File: src/shared/smb_pkg.sv
package smb_pkg;

  // ==========================================================================
  // Field widths
  localparam int ID_W    = 16;
  localparam int TAG_W   = 16;
  localparam int LUN_W   = 64;
  localparam int ADDR_W  = 32;
  localparam int CNT_W   = 32;
  localparam int ROUTE_W = 32;

  // ==========================================================================
  // Message constants
  localparam logic [7:0] CTRL_SEND       = 8'h00;
  localparam logic [7:0] MSG_CODE_TM     = 8'h83;
  localparam logic [7:0] MSG_TAG_ZERO    = 8'h00;
  localparam logic [7:0] SUB_ABORT_TASK  = 8'h30;
  localparam logic [7:0] SUB_ABORT_SET   = 8'h31;
  localparam logic [7:0] SUB_CLEAR_SET   = 8'h32;
  localparam logic [7:0] SUB_TARGET_RST  = 8'h33;
  localparam logic [7:0] SUB_CLEAR_ACA   = 8'h34;
  localparam logic [7:0] SUB_LUN_RST     = 8'h35;
  // Byte size of the built structure per message shape
  localparam logic [7:0] LEN_ROUTE_ONLY  = 8'h08;
  localparam logic [7:0] LEN_ROUTE_SECOND_TASK_TAG  = 8'h0A;
  localparam logic [7:0] LEN_ROUTE_LUN   = 8'h10;
  localparam logic [7:0] LEN_LUN_ONLY    = 8'h0C;

  // ==========================================================================
  // Codes and states
  typedef enum logic [2:0] {
    FN_ABORT_TASK = 3'h0, FN_ABORT_SET = 3'h1, FN_CLEAR_ACA = 3'h2, FN_CLEAR_SET = 3'h3,
    FN_TARGET_RST = 3'h4, FN_LUN_RST = 3'h5, FN_TERMINATE = 3'h6
  } smb_tm_fn_t;

  typedef enum logic [1:0] {
    RC_SUCCESS = 2'h0, RC_FAILED = 2'h1, RC_INVALID_PARAM = 2'h2, RC_INVALID_FIELD = 2'h3
  } smb_rc_t;

  typedef enum logic [1:0] {
    SR_FUNC_COMPLETE = 2'h0, SR_FUNC_REJECTED = 2'h1, SR_DELIVERY_FAIL = 2'h2
  } smb_sr_t;

  typedef enum logic [1:0] {ST_IDLE, ST_LOOKUP, ST_SEND, ST_WAIT_RSP} smb_tm_st_t;

  // ==========================================================================
  // Carriers
  typedef struct packed {
    logic [ID_W-1:0]  dest;
    logic [TAG_W-1:0] tag;
    logic [LUN_W-1:0] lun;
  } smb_xfer_done_t;

  typedef struct packed {
    logic [ID_W-1:0]  dest;
    logic [ID_W-1:0]  src;
    logic [TAG_W-1:0] tag;
    logic [LUN_W-1:0] lun;
  } smb_confirm_t;

  typedef struct packed {
    logic [ID_W-1:0]   dest;
    logic [ID_W-1:0]   src;
    logic [TAG_W-1:0]  tag;
    logic [LUN_W-1:0]  lun;
    logic [ADDR_W-1:0] offset;
    logic [CNT_W-1:0]  count;
    logic [ADDR_W-1:0] buf_addr;
  } smb_dout_req_t;

  typedef struct packed {
    logic [ID_W-1:0]   dest;
    logic [TAG_W-1:0]  tag;
    logic [ADDR_W-1:0] buf_addr;
    logic [ADDR_W-1:0] offset;
    logic [CNT_W-1:0]  count;
  } smb_twrite_t;

  typedef struct packed {
    logic [ID_W-1:0]  dest;
    logic [TAG_W-1:0] tag;
    logic [LUN_W-1:0] lun;
    smb_sr_t          resp;
  } smb_cmd_cpl_t;

  typedef struct packed {
    smb_tm_fn_t       fn;
    logic [ID_W-1:0]  dest;
    logic [LUN_W-1:0] lun;
    logic [TAG_W-1:0] tag;
  } smb_tm_req_t;

  typedef struct packed {
    logic [7:0]         message_code;
    logic [7:0]         protocol_subcode;
    logic [7:0]         tag;
    logic [ROUTE_W-1:0] return_route_id;
    logic [LUN_W-1:0]   lun;
    logic [TAG_W-1:0]   second_task_tag;
  } smb_short_message_t;

  typedef struct packed {
    logic [7:0]         control;
    logic [ID_W-1:0]    dest;
    logic [7:0]         length;
    smb_short_message_t msg;
  } smb_send_t;

endpackage : smb_pkg

File: src/rtl/smb_msg_builder.sv
`timescale 1ns/1ps

// Functional notes
// RULE_01: Read completion raises data-sent confirmation with own id as source.
// RULE_02: Data-out request invokes target write with buffer, offset and count mapped.
// RULE_03: Target write failure issues command-complete with delivery or target failure.
// RULE_04: Each target write leads to a matching initiator write at the far end.
// RULE_05: Write completion raises data-out-received confirmation with own id as source.
// RULE_06: Task messages sent with control zero, request destination, structure length.
// RULE_07: Send failed or invalid field gives failure; success gives function complete.
// RULE_08: Only one task management request outstanding; others are held.
// RULE_09: Abort task: 83h/30h, zero tag, looked-up route, second tag holds task tag.
// RULE_10: Abort task set: 83h/31h, zero tag, looked-up route, unit from request.
// RULE_11: Clear contingent allegiance: 83h/34h, zero tag, unit field, no route.
// RULE_12: Clear task set: 83h/32h, zero tag, looked-up route, unit from request.
// RULE_13: Target reset: 83h/33h, zero tag, looked-up route, no unit field.
// RULE_14: Unit reset: 83h/35h, zero tag, unit from request, looked-up route.
// RULE_15: Terminate task always answered function rejected, no message sent.
// RULE_16: Response message code maps to rejected, complete or failure.
// RULE_17: Held requests released in arrival order after previous response delivered.
module smb_msg_builder (
  input  wire logic                               core_clk,
  input  wire logic                               rst,
  input  wire logic [smb_pkg::ID_W-1:0]           own_id,
  input  wire logic                               rd_done_valid,
  input  wire smb_pkg::smb_xfer_done_t            rd_done,
  input  wire logic                               wr_done_valid,
  input  wire smb_pkg::smb_xfer_done_t            wr_done,
  input  wire logic                               dout_valid,
  input  wire smb_pkg::smb_dout_req_t             dout_req,
  input  wire logic                               tw_ret_valid,
  input  wire smb_pkg::smb_rc_t                   tw_ret,
  input  wire logic                               tm_valid,
  input  wire smb_pkg::smb_tm_req_t               tm_req,
  input  wire logic                               route_ack,
  input  wire logic [smb_pkg::ROUTE_W-1:0]        route_id,
  input  wire logic                               send_ret_valid,
  input  wire smb_pkg::smb_rc_t                   send_ret,
  input  wire logic                               tm_msg_valid,
  input  wire smb_pkg::smb_rc_t                   tm_msg_rc,
  output logic                                    data_sent_valid,
  output smb_pkg::smb_confirm_t                   data_sent,
  output logic                                    dout_rcvd_valid,
  output smb_pkg::smb_confirm_t                   dout_rcvd,
  output logic                                    tw_valid,
  output smb_pkg::smb_twrite_t                    tw,
  output logic                                    cmd_cpl_valid,
  output smb_pkg::smb_cmd_cpl_t                   cmd_cpl,
  output logic                                    tm_ready,
  output logic                                    route_req,
  output logic [smb_pkg::ID_W-1:0]                route_dest,
  output logic                                    send_valid,
  output smb_pkg::smb_send_t                      send,
  output logic                                    tm_rsp_valid,
  output smb_pkg::smb_sr_t                        tm_rsp,
  output logic                                    tm_exec_valid,
  output smb_pkg::smb_sr_t                        tm_exec_rsp
);

  // ==========================================================================
  // State
  typedef struct packed {
    logic                          ds_valid;
    smb_pkg::smb_confirm_t         ds;
    logic                          dr_valid;
    smb_pkg::smb_confirm_t         dr;
    logic                          tw_valid;
    smb_pkg::smb_twrite_t          tw;
    logic [smb_pkg::LUN_W-1:0]     tw_lun;
    logic                          cc_valid;
    smb_pkg::smb_cmd_cpl_t         cc;
    smb_pkg::smb_tm_st_t           st;
    logic                          ready;
    smb_pkg::smb_tm_req_t          req;
    logic                          route_req;
    logic                          send_valid;
    smb_pkg::smb_send_t            send;
    logic                          rsp_valid;
    smb_pkg::smb_sr_t              rsp;
    logic                          exec_valid;
    smb_pkg::smb_sr_t              exec_rsp;
  } smb_state_t;

  smb_state_t state_r;
  smb_state_t state_nxt;

  // ==========================================================================
  // Message builder
  function automatic smb_pkg::smb_send_t build_msg(input smb_pkg::smb_tm_req_t r,
                                                   input logic [smb_pkg::ROUTE_W-1:0] rid);
    smb_pkg::smb_send_t m;
    m                      = '0;
    m.control              = smb_pkg::CTRL_SEND;                              // [RULE_06]
    m.dest                 = r.dest;                                          // [RULE_06]
    m.msg.message_code     = smb_pkg::MSG_CODE_TM;
    m.msg.tag              = smb_pkg::MSG_TAG_ZERO;
    case (r.fn)
      smb_pkg::FN_ABORT_TASK: begin
        m.msg.protocol_subcode = smb_pkg::SUB_ABORT_TASK;                     // [RULE_09]
        m.msg.return_route_id  = rid;                                         // [RULE_09]
        m.msg.second_task_tag  = r.tag;                                       // [RULE_09]
        m.length               = smb_pkg::LEN_ROUTE_SECOND_TASK_TAG;
      end
      smb_pkg::FN_ABORT_SET: begin
        m.msg.protocol_subcode = smb_pkg::SUB_ABORT_SET;                      // [RULE_10]
        m.msg.return_route_id  = rid;                                         // [RULE_10]
        m.msg.lun              = r.lun;                                       // [RULE_10]
        m.length               = smb_pkg::LEN_ROUTE_LUN;
      end
      smb_pkg::FN_CLEAR_ACA: begin
        m.msg.protocol_subcode = smb_pkg::SUB_CLEAR_ACA;                      // [RULE_11]
        m.msg.lun              = r.lun;                                       // [RULE_11]
        m.length               = smb_pkg::LEN_LUN_ONLY;
      end
      smb_pkg::FN_CLEAR_SET: begin
        m.msg.protocol_subcode = smb_pkg::SUB_CLEAR_SET;                      // [RULE_12]
        m.msg.return_route_id  = rid;                                         // [RULE_12]
        m.msg.lun              = r.lun;                                       // [RULE_12]
        m.length               = smb_pkg::LEN_ROUTE_LUN;
      end
      smb_pkg::FN_TARGET_RST: begin
        m.msg.protocol_subcode = smb_pkg::SUB_TARGET_RST;                     // [RULE_13]
        m.msg.return_route_id  = rid;                                         // [RULE_13]
        m.length               = smb_pkg::LEN_ROUTE_ONLY;
      end
      default: begin
        m.msg.protocol_subcode = smb_pkg::SUB_LUN_RST;                        // [RULE_14]
        m.msg.return_route_id  = rid;                                         // [RULE_14]
        m.msg.lun              = r.lun;                                       // [RULE_14]
        m.length               = smb_pkg::LEN_ROUTE_LUN;
      end
    endcase
    return m;
  endfunction : build_msg

  // Return code carried by a response message to a service response
  function automatic smb_pkg::smb_sr_t map_rsp_rc(input smb_pkg::smb_rc_t rc);
    case (rc)
      smb_pkg::RC_SUCCESS:       return smb_pkg::SR_FUNC_COMPLETE;
      smb_pkg::RC_INVALID_PARAM: return smb_pkg::SR_FUNC_REJECTED;
      default:                   return smb_pkg::SR_DELIVERY_FAIL;
    endcase
  endfunction : map_rsp_rc

  // ==========================================================================
  // Next state
  always_comb begin
    state_nxt            = state_r;
    state_nxt.ds_valid   = 1'b0;
    state_nxt.dr_valid   = 1'b0;
    state_nxt.tw_valid   = 1'b0;
    state_nxt.cc_valid   = 1'b0;
    state_nxt.route_req  = 1'b0;
    state_nxt.send_valid = 1'b0;
    state_nxt.rsp_valid  = 1'b0;
    state_nxt.exec_valid = 1'b0;

    if (rd_done_valid) begin
      state_nxt.ds_valid = 1'b1;                                              // [RULE_01]
      state_nxt.ds       = '{dest: rd_done.dest, src: own_id, tag: rd_done.tag, lun: rd_done.lun}; // [RULE_01]
    end
    if (wr_done_valid) begin
      state_nxt.dr_valid = 1'b1;                                              // [RULE_05]
      state_nxt.dr       = '{dest: wr_done.dest, src: own_id, tag: wr_done.tag, lun: wr_done.lun}; // [RULE_05]
    end
    if (dout_valid) begin
      state_nxt.tw_valid = 1'b1;                                              // [RULE_02]
      state_nxt.tw       = '{dest: dout_req.dest, tag: dout_req.tag, buf_addr: dout_req.buf_addr,
                             offset: dout_req.offset, count: dout_req.count}; // [RULE_02]
      state_nxt.tw_lun   = dout_req.lun;
    end
    // Context of the last target write names the failing command
    if (tw_ret_valid && tw_ret == smb_pkg::RC_FAILED) begin
      state_nxt.cc_valid = 1'b1;                                              // [RULE_03]
      state_nxt.cc       = '{dest: state_r.tw.dest, tag: state_r.tw.tag, lun: state_r.tw_lun,
                             resp: smb_pkg::SR_DELIVERY_FAIL};                // [RULE_03]
    end

    case (state_r.st)
      smb_pkg::ST_IDLE: begin
        if (tm_valid && state_r.ready) begin
          state_nxt.req = tm_req;
          if (tm_req.fn == smb_pkg::FN_TERMINATE) begin
            state_nxt.rsp_valid = 1'b1;                                       // [RULE_15]
            state_nxt.rsp       = smb_pkg::SR_FUNC_REJECTED;                  // [RULE_15]
          end else if (tm_req.fn == smb_pkg::FN_CLEAR_ACA) begin
            state_nxt.send       = build_msg(tm_req, '0);                     // [RULE_11]
            state_nxt.send_valid = 1'b1;                                      // [RULE_06]
            state_nxt.st         = smb_pkg::ST_SEND;
          end else begin
            state_nxt.route_req = 1'b1;
            state_nxt.st        = smb_pkg::ST_LOOKUP;
          end
        end
      end
      smb_pkg::ST_LOOKUP: begin
        if (route_ack) begin
          state_nxt.send       = build_msg(state_r.req, route_id);
          state_nxt.send_valid = 1'b1;                                        // [RULE_06]
          state_nxt.st         = smb_pkg::ST_SEND;
        end
      end
      smb_pkg::ST_SEND: begin
        if (send_ret_valid) begin
          state_nxt.rsp_valid = 1'b1;
          if (send_ret == smb_pkg::RC_SUCCESS) begin
            state_nxt.rsp = smb_pkg::SR_FUNC_COMPLETE;                        // [RULE_07]
            state_nxt.st  = smb_pkg::ST_WAIT_RSP;                             // [RULE_08]
          end else begin
            state_nxt.rsp = smb_pkg::SR_DELIVERY_FAIL;                        // [RULE_07]
            state_nxt.st  = smb_pkg::ST_IDLE;
          end
        end
      end
      smb_pkg::ST_WAIT_RSP: begin
        if (tm_msg_valid) begin
          state_nxt.exec_valid = 1'b1;                                        // [RULE_16]
          state_nxt.exec_rsp   = map_rsp_rc(tm_msg_rc);                       // [RULE_16]
          state_nxt.st         = smb_pkg::ST_IDLE;                            // [RULE_17]
        end
      end
      default: begin
        state_nxt.st = smb_pkg::ST_IDLE;
      end
    endcase
    // Requester stalls while a function is outstanding, keeping arrival order
    state_nxt.ready = (state_nxt.st == smb_pkg::ST_IDLE) && !state_nxt.rsp_valid; // [RULE_08] [RULE_17]
  end

  always_ff @(posedge core_clk or posedge rst) begin
    if (rst) begin
      state_r <= '0;
    end else begin
      state_r <= state_nxt;
    end
  end

  // ==========================================================================
  // Outputs
  assign data_sent_valid = state_r.ds_valid;
  assign data_sent       = state_r.ds;
  assign dout_rcvd_valid = state_r.dr_valid;
  assign dout_rcvd       = state_r.dr;
  assign tw_valid        = state_r.tw_valid;
  assign tw              = state_r.tw;
  assign cmd_cpl_valid   = state_r.cc_valid;
  assign cmd_cpl         = state_r.cc;
  assign tm_ready        = state_r.ready;
  assign route_req       = state_r.route_req;
  assign route_dest      = state_r.req.dest;
  assign send_valid      = state_r.send_valid;
  assign send            = state_r.send;
  assign tm_rsp_valid    = state_r.rsp_valid;
  assign tm_rsp          = state_r.rsp;
  assign tm_exec_valid   = state_r.exec_valid;
  assign tm_exec_rsp     = state_r.exec_rsp;

endmodule : smb_msg_builder

File: config.mk
export PLATFORM = sky130hd
export DESIGN_NAME = smb_msg_builder
export DESIGN_NICKNAME = d
export VERILOG_FILES = /design/src/shared/smb_pkg.sv /design/src/rtl/smb_msg_builder.sv
export SDC_FILE = /design/constraint.sdc
export NUM_CORES = 1
export LEC_CHECK = 0
export BUFFER_PORTS_ARGS = -buffer_cell sky130_fd_sc_hd__buf_2
export CAP_MARGIN = 20
export CORE_AREA = 10 10 468 470
export CTS_CLUSTER_DIAMETER = 80
export DETAILED_ROUTE_END_ITERATION = 6
export DIE_AREA = 0 0 478 480
export GPL_ROUTABILITY_DRIVEN = 0
export PLACE_DENSITY_LB_ADDON = 0.1
export SLEW_MARGIN = 10
export SYNTH_ARGS = -nofsm -noshare
export SYNTH_HDL_FRONTEND = slang
export SYNTH_SLANG_ARGS = --single-unit
File: constraint.sdc
create_clock -name core_clk -period 25.4 [get_ports core_clk]
set_clock_uncertainty 0.1 [all_clocks]
set_input_delay 1.27 -clock core_clk [delete_from_list [all_inputs] [get_ports core_clk]]
set_output_delay 1.27 -clock core_clk [all_outputs]
set_load 0.05 [all_outputs]
# Yosys cells after proc, flatten, opt, wreduce, memory -nomap -nowiden
# Cells that the tools add are included.
[totals] ff_bits=795 in_bits=563 output_inout_bits=647 elab_cells=112
[classes] eq_ne=18 n_mux=33 n_reduce_logical=18
[op_table] cell="$mux W169" n=2
[op_table] cell="$pmux W169 S2" n=1
[op_table] cell="$mux W113" n=2
[op_table] cell="$mux W193" n=1
[op_table] cell="$mux W173" n=1
[op_table] cell="$mux W170" n=1
[op_table] cell="$mux W64" n=2
[op_table] cell="$mux W99" n=1
[op_table] cell="$mux W16" n=2
[op_table] cell="$mux W32" n=1
[op_table] cell="$mux W2" n=8
[op_table] cell="$pmux W3 S5" n=1
[op_table] cell="$pmux W5 S3" n=1
[op_table] cell="$mux W3" n=4
[op_table] cell="$ne A2 B2 Y1 const B" n=6
[op_table] cell="$eq A3 B2 Y1 const B" n=3
[op_table] cell="$eq A3 B3 Y1 const B" n=3
[op_table] cell="$logic_not A2 Y1" n=4
[op_table] cell="$pmux W2 S4" n=1
[op_table] cell="$eq A2 B2 Y1 const B" n=3
[op_table] cell="$logic_not A3 Y1" n=2
[op_table] cell="$pmux W3 S2" n=1
[op_table] cell="$reduce_and A5 Y1" n=1
[op_table] cell="$eq A2 B1 Y1 const B" n=2
[op_table] cell="9 further kinds" n=15

# Depth between registers and ports, before layout
[logic_depth] depth_word=9 mapped_depth=7 ltp_nobuf=4

# Worst setup path after synthesis
# OpenSTA, ideal clock, no wires.
[synth_path] kind="input-to-reg" start="input port tw_ret_valid" end="register state_r, in the netlist cmd_cpl[22]" setup_time_ns=0.125 t_arrival_ns=2.417 required_time_ns=25.175 setup_slack_ns=22.758 path_stages=7 path_buffers=3 path_cell_list="nand2_1 or2_2 clkbuf_1 clkinv_1 buf_4 buf_4 mux2_2"
[synth_between] elab_chain_cells=1
[synth_rtl] item="start: declaration" line_no="smb_msg_builder.sv:31" text="input wire logic tw_ret_valid,"
[synth_rtl] item="$logic_and A1 B1 Y1" line_no="smb_msg_builder.sv:173" text="if (tw_ret_valid && tw_ret == smb_pkg::RC_FAILED) begin"
[synth_rtl] item="end signal: assignment" line_no="smb_msg_builder.sv:234" text="state_r <= state_nxt;"
[synth_rtl] item="end: declaration" line_no="smb_msg_builder.sv:84" text="smb_state_t state_r;"
# Every way passes these cells.
# A chain may end at the register's enable or synchronous reset.

==> metrics.md <==
| Metric | Value |
|---|---|
| Run status | `completed` |
| Number of buffers added for setup after CTS | `0` |
| DP Wirelength | `114000 um` |
| Die Footprint | `229000 um2` |
| Fraction of registers with async set or reset after synthesis | `100%` |
| Distinct cell type count after synthesis | `38` |
| Buffers from clock root to sink, at most | `3` |
| Floorplan die height | `480 um` |
| Area share of the largest cell type after synthesis | `56.3%` |
| Largest vdd supply drop | `0.0788 mV` |
| Summed negative setup slack over all endpoints | `0 ns` |
| Area inside the core boundary | `209000 um2` |
| Skew-Pair Late Insertion Delay | `0.73 ns` |
| Pin count of the biggest net entering global routing | `111` |
| Final Cycle Share | `16.5%` |
| Total Power | `4.90 mW` |
| Fin cells | `5950` |
| Number of buffers created by CTS | `103` |
| Die Wd | `478 um` |
| Library cell with the largest summed area after synthesis | `sky130_fd_sc_hd__dfrtp_1` |
| Finish-stage setup viols | `0` |
| WL per Instance | `24.9 um` |
| Hold_sp | `cmd_cpl[1]$_DFFE_PP0P_` |
| Biggest fanout along the worst timing path | `83` |
| Clock tree root driver cell | `sky130_fd_sc_hd__clkbuf_16` |
| Detailed-router iteration count before antenna repair | `5` |
| Post-CTS Hold Buffers | `0` |
| Termination of the worst setup path | `dout_rcvd[59]$_DFFE_PP0P_` |
| Hold/Removal Path Class | `flop to flop` |
| Area growth from synthesis to layout | `23.1%` |
| Number of instances in the placed design | `5736` |
| Top-count cell post-synth | `sky130_fd_sc_hd__dfrtp_1` |
| Fin nets | `3599` |
| Ports | `1210` |
| Worst reg2reg setup slack | `21.70 ns` |
| Starting utilization of the core area | `16.2%` |
| Post-route minimum period | `4.20 ns` |
| Clock sinks | `763` |
| Top cells by count, synth | `sky130_fd_sc_hd__dfrtp_1 (763), sky130_fd_sc_hd__buf_4 (656), sky130_fd_sc_hd__mux2_2 (611), sky130_fd_sc_hd__a221o_1 (80), sky130_fd_sc_hd__inv_1 (68)` |
| Max-capacitance violation count | `0` |
| Critical path start-end classification | `input port to async pin` |
| Row count | `168` |
| Netlist area before placement | `33900 um2` |
| Number of global-route vias before repair | `22180` |
| Clock-pin transition on the worst setup and hold timing paths | `0.06 ns` |
| Timing-limited maximum frequency | `0.238 GHz` |
| Remaining antenna violation count | `0` |
| Number of vias per cell after detailed routing | `3.53` |
| Initial antenna violation count | `158` |
| Most instantiated flip-flop cell in the synthesis netlist | `sky130_fd_sc_hd__dfrtp_1` |
| Sequential fraction of the synthesis area | `56.3%` |
| PwrDens | `117 nW/um2` |
| Slew Limit Headroom | `34.2%` |
| Capturing element type of the critical path | `async pin` |
| Via total after detailed routing | `21018` |
| Post-synthesis average cell area | `13.7 um2` |
| Worst setup SP type | `input port` |
| P_leak | `19.2 nW` |
| Cells resized by post-CTS repair | `0` |
| Detailed router's first-iteration violation count | `913` |
| Critical Path Source | `rst` |
| Required time reported for the critical path endpoint | `26.02 ns` |
| Synth warnings | `0` |
| Remaining DRCs | `0` |
| Overall track demand over capacity in global routing | `12.4%` |
| Critical path data arrival time | `4.81 ns` |
| Sequential cell area | `19100 um2` |
| Tightest Pin Transition | `0.987 ns` |
| Global-route wire length before repair | `201000 um` |
| Clock tree from TritonCTS | `built` |
| Area occupied by multi-input gates | `9210 um2` |
| Synthesized instance count | `2470` |
| Number of enable-type register cells in the synthesized netlist | `0` |
| Crit Reg-Reg Endpoint | `send[43]$_DFFE_PP0P_` |
| Setup repair after global routing missed its margin | `false` |
| Number of filler instances in the final layout | `22850` |
| Layout cells sized above 1 | `63.5%` |
| Cells on Worst Hold Path | `1` |
| Max-slew violations | `0` |
| Synth area leaders | `sky130_fd_sc_hd__dfrtp_1 (56%), sky130_fd_sc_hd__mux2_2 (20%), sky130_fd_sc_hd__buf_4 (15%), sky130_fd_sc_hd__a221o_1 (2.4%), sky130_fd_sc_hd__a211oi_1 (1.4%)` |
| Depth of the CTS H-tree | `3` |
| Hold Fails Final Rpt | `0` |
| Launching point of the worst reg2reg path | `state_r[277]$_DFF_PP0_` |
| GRT Residual Overflow | `0` |
| Number of buffers inserted by port buffering | `1164` |
| Final wirelength | `148000 um` |
| Worst R2R Path Depth | `6` |
| Seq cells post-synth | `763` |
[per-stage QoR]
stage | instance area, um2 | worst slack [ns] | utilization (%) | hold slack (ns)
global placement | 38100 | 20.11 | 18.2 | 0.344
detailed placement | 38100 | 20.13 | 18.2 | 0.349
global route | 41700 | 20.63 | 20.0 | 0.387
floorplan | 34000 | 2.61 | - | 0.336
finish | 41800 | 21.20 | 20.0 | 0.364
CTS | 41700 | 20.98 | 19.9 | 0.367
[per-layer routing]
metal	share of wire [%]	wire length [um]	GRT usage (%)
met5	0.49	720	0
met4	2.9	4310	3.85
met3	12	17700	6.94
met2	48	70900	20.6
met1	37	54700	13.3
[sequential cells by signal, indices dropped and copies added (netlist names)]
register,flops
state_r,149
send,136
tw,128
data_sent,112
dout_rcvd,112
cmd_cpl,97
route_dest,16
tm_exec_rsp,2
tm_rsp,2
cmd_cpl_valid,1
data_sent_valid,1
dout_rcvd_valid,1
route_req,1
send_valid,1
tm_exec_valid,1
tm_ready,1
tm_rsp_valid,1
tw_valid,1
[layout by cell type, fill, tap and decap left out, types with 2 or more instances in the layout]
cell type / count
sky130_fd_sc_hd__nor2_1: 6
sky130_fd_sc_hd__o211ai_1: 2
sky130_fd_sc_hd__or2_2: 2
sky130_fd_sc_hd__nand2_1: 11
sky130_fd_sc_hd__a22o_1: 48
sky130_fd_sc_hd__bufinv_16: 5
sky130_fd_sc_hd__nor2b_1: 2
sky130_fd_sc_hd__o21ai_0: 5
sky130_fd_sc_hd__clkbuf_8: 39
sky130_fd_sc_hd__clkinv_16: 3
sky130_fd_sc_hd__inv_1: 67
sky130_fd_sc_hd__a211oi_1: 64
sky130_fd_sc_hd__clkinv_2: 8
sky130_fd_sc_hd__diode_2: 22
sky130_fd_sc_hd__conb_1: 29
sky130_fd_sc_hd__nand3_1: 3
sky130_fd_sc_hd__nand3b_1: 2
sky130_fd_sc_hd__inv_6: 6
sky130_fd_sc_hd__buf_2: 1161
sky130_fd_sc_hd__a21oi_1: 4
sky130_fd_sc_hd__clkbuf_16: 103
sky130_fd_sc_hd__a31o_2: 2
sky130_fd_sc_hd__mux2_2: 611
sky130_fd_sc_hd__o22ai_1: 2
sky130_fd_sc_hd__buf_4: 29
sky130_fd_sc_hd__dfrtp_1: 763
sky130_fd_sc_hd__and2_1: 16
sky130_fd_sc_hd__a221o_1: 80
sky130_fd_sc_hd__nand2b_1: 4
sky130_fd_sc_hd__clkbuf_1: 25
[worst max-delay path, stage by stage]
cell and delay [ns]:
sky130_fd_sc_hd__buf_2 0.13, sky130_fd_sc_hd__inv_8 0.36, sky130_fd_sc_hd__buf_4 0.64, sky130_fd_sc_hd__buf_4 0.54, sky130_fd_sc_hd__buf_4 0.77, sky130_fd_sc_hd__buf_4 0.84
[cell families (layout without fill, tap and decap cells)]
group | after synthesis | in the layout | synth area share, %
buf+inv | 828 | 1453 | 17.0
flops | 763 | 763 | 56.3
mux | 612 | 612 | 20.3
compound gates | 211 | 211 | 5.38
simple gates | 55 | 55 | 1.01
other cells | 1 | 51 | 0.0111
[where the power goes]
part,switching (mW),internal (mW)
sequential,0.168,1.51
clock,0.605,0.915
combinational,1.23,0.469
[worst min path at each step]
stage | to
after floorplan | cmd_cpl[1]$_DFFE_PP0P_
after global placement | cmd_cpl[1]$_DFFE_PP0P_
after detailed placement | cmd_cpl[1]$_DFFE_PP0P_
after CTS | cmd_cpl[1]$_DFFE_PP0P_
after global routing | send[14]$_DFFE_PP0P_
final | cmd_cpl[1]$_DFFE_PP0P_
[area by class of cell]
class / count / area share [%]
Antenna cell: 22 / 0.132
Clock buffer: 167 / 7.68
Multi-Input combinational cell: 907 / 22.0
Sequential cell: 763 / 45.7
Inverter: 69 / 0.644
Timing Repair Buffer: 1192 / 14.5
Clock inverter: 25 / 0.875
Tap cell: 2805 / 8.40
Power figures use the tool's default switching activity.
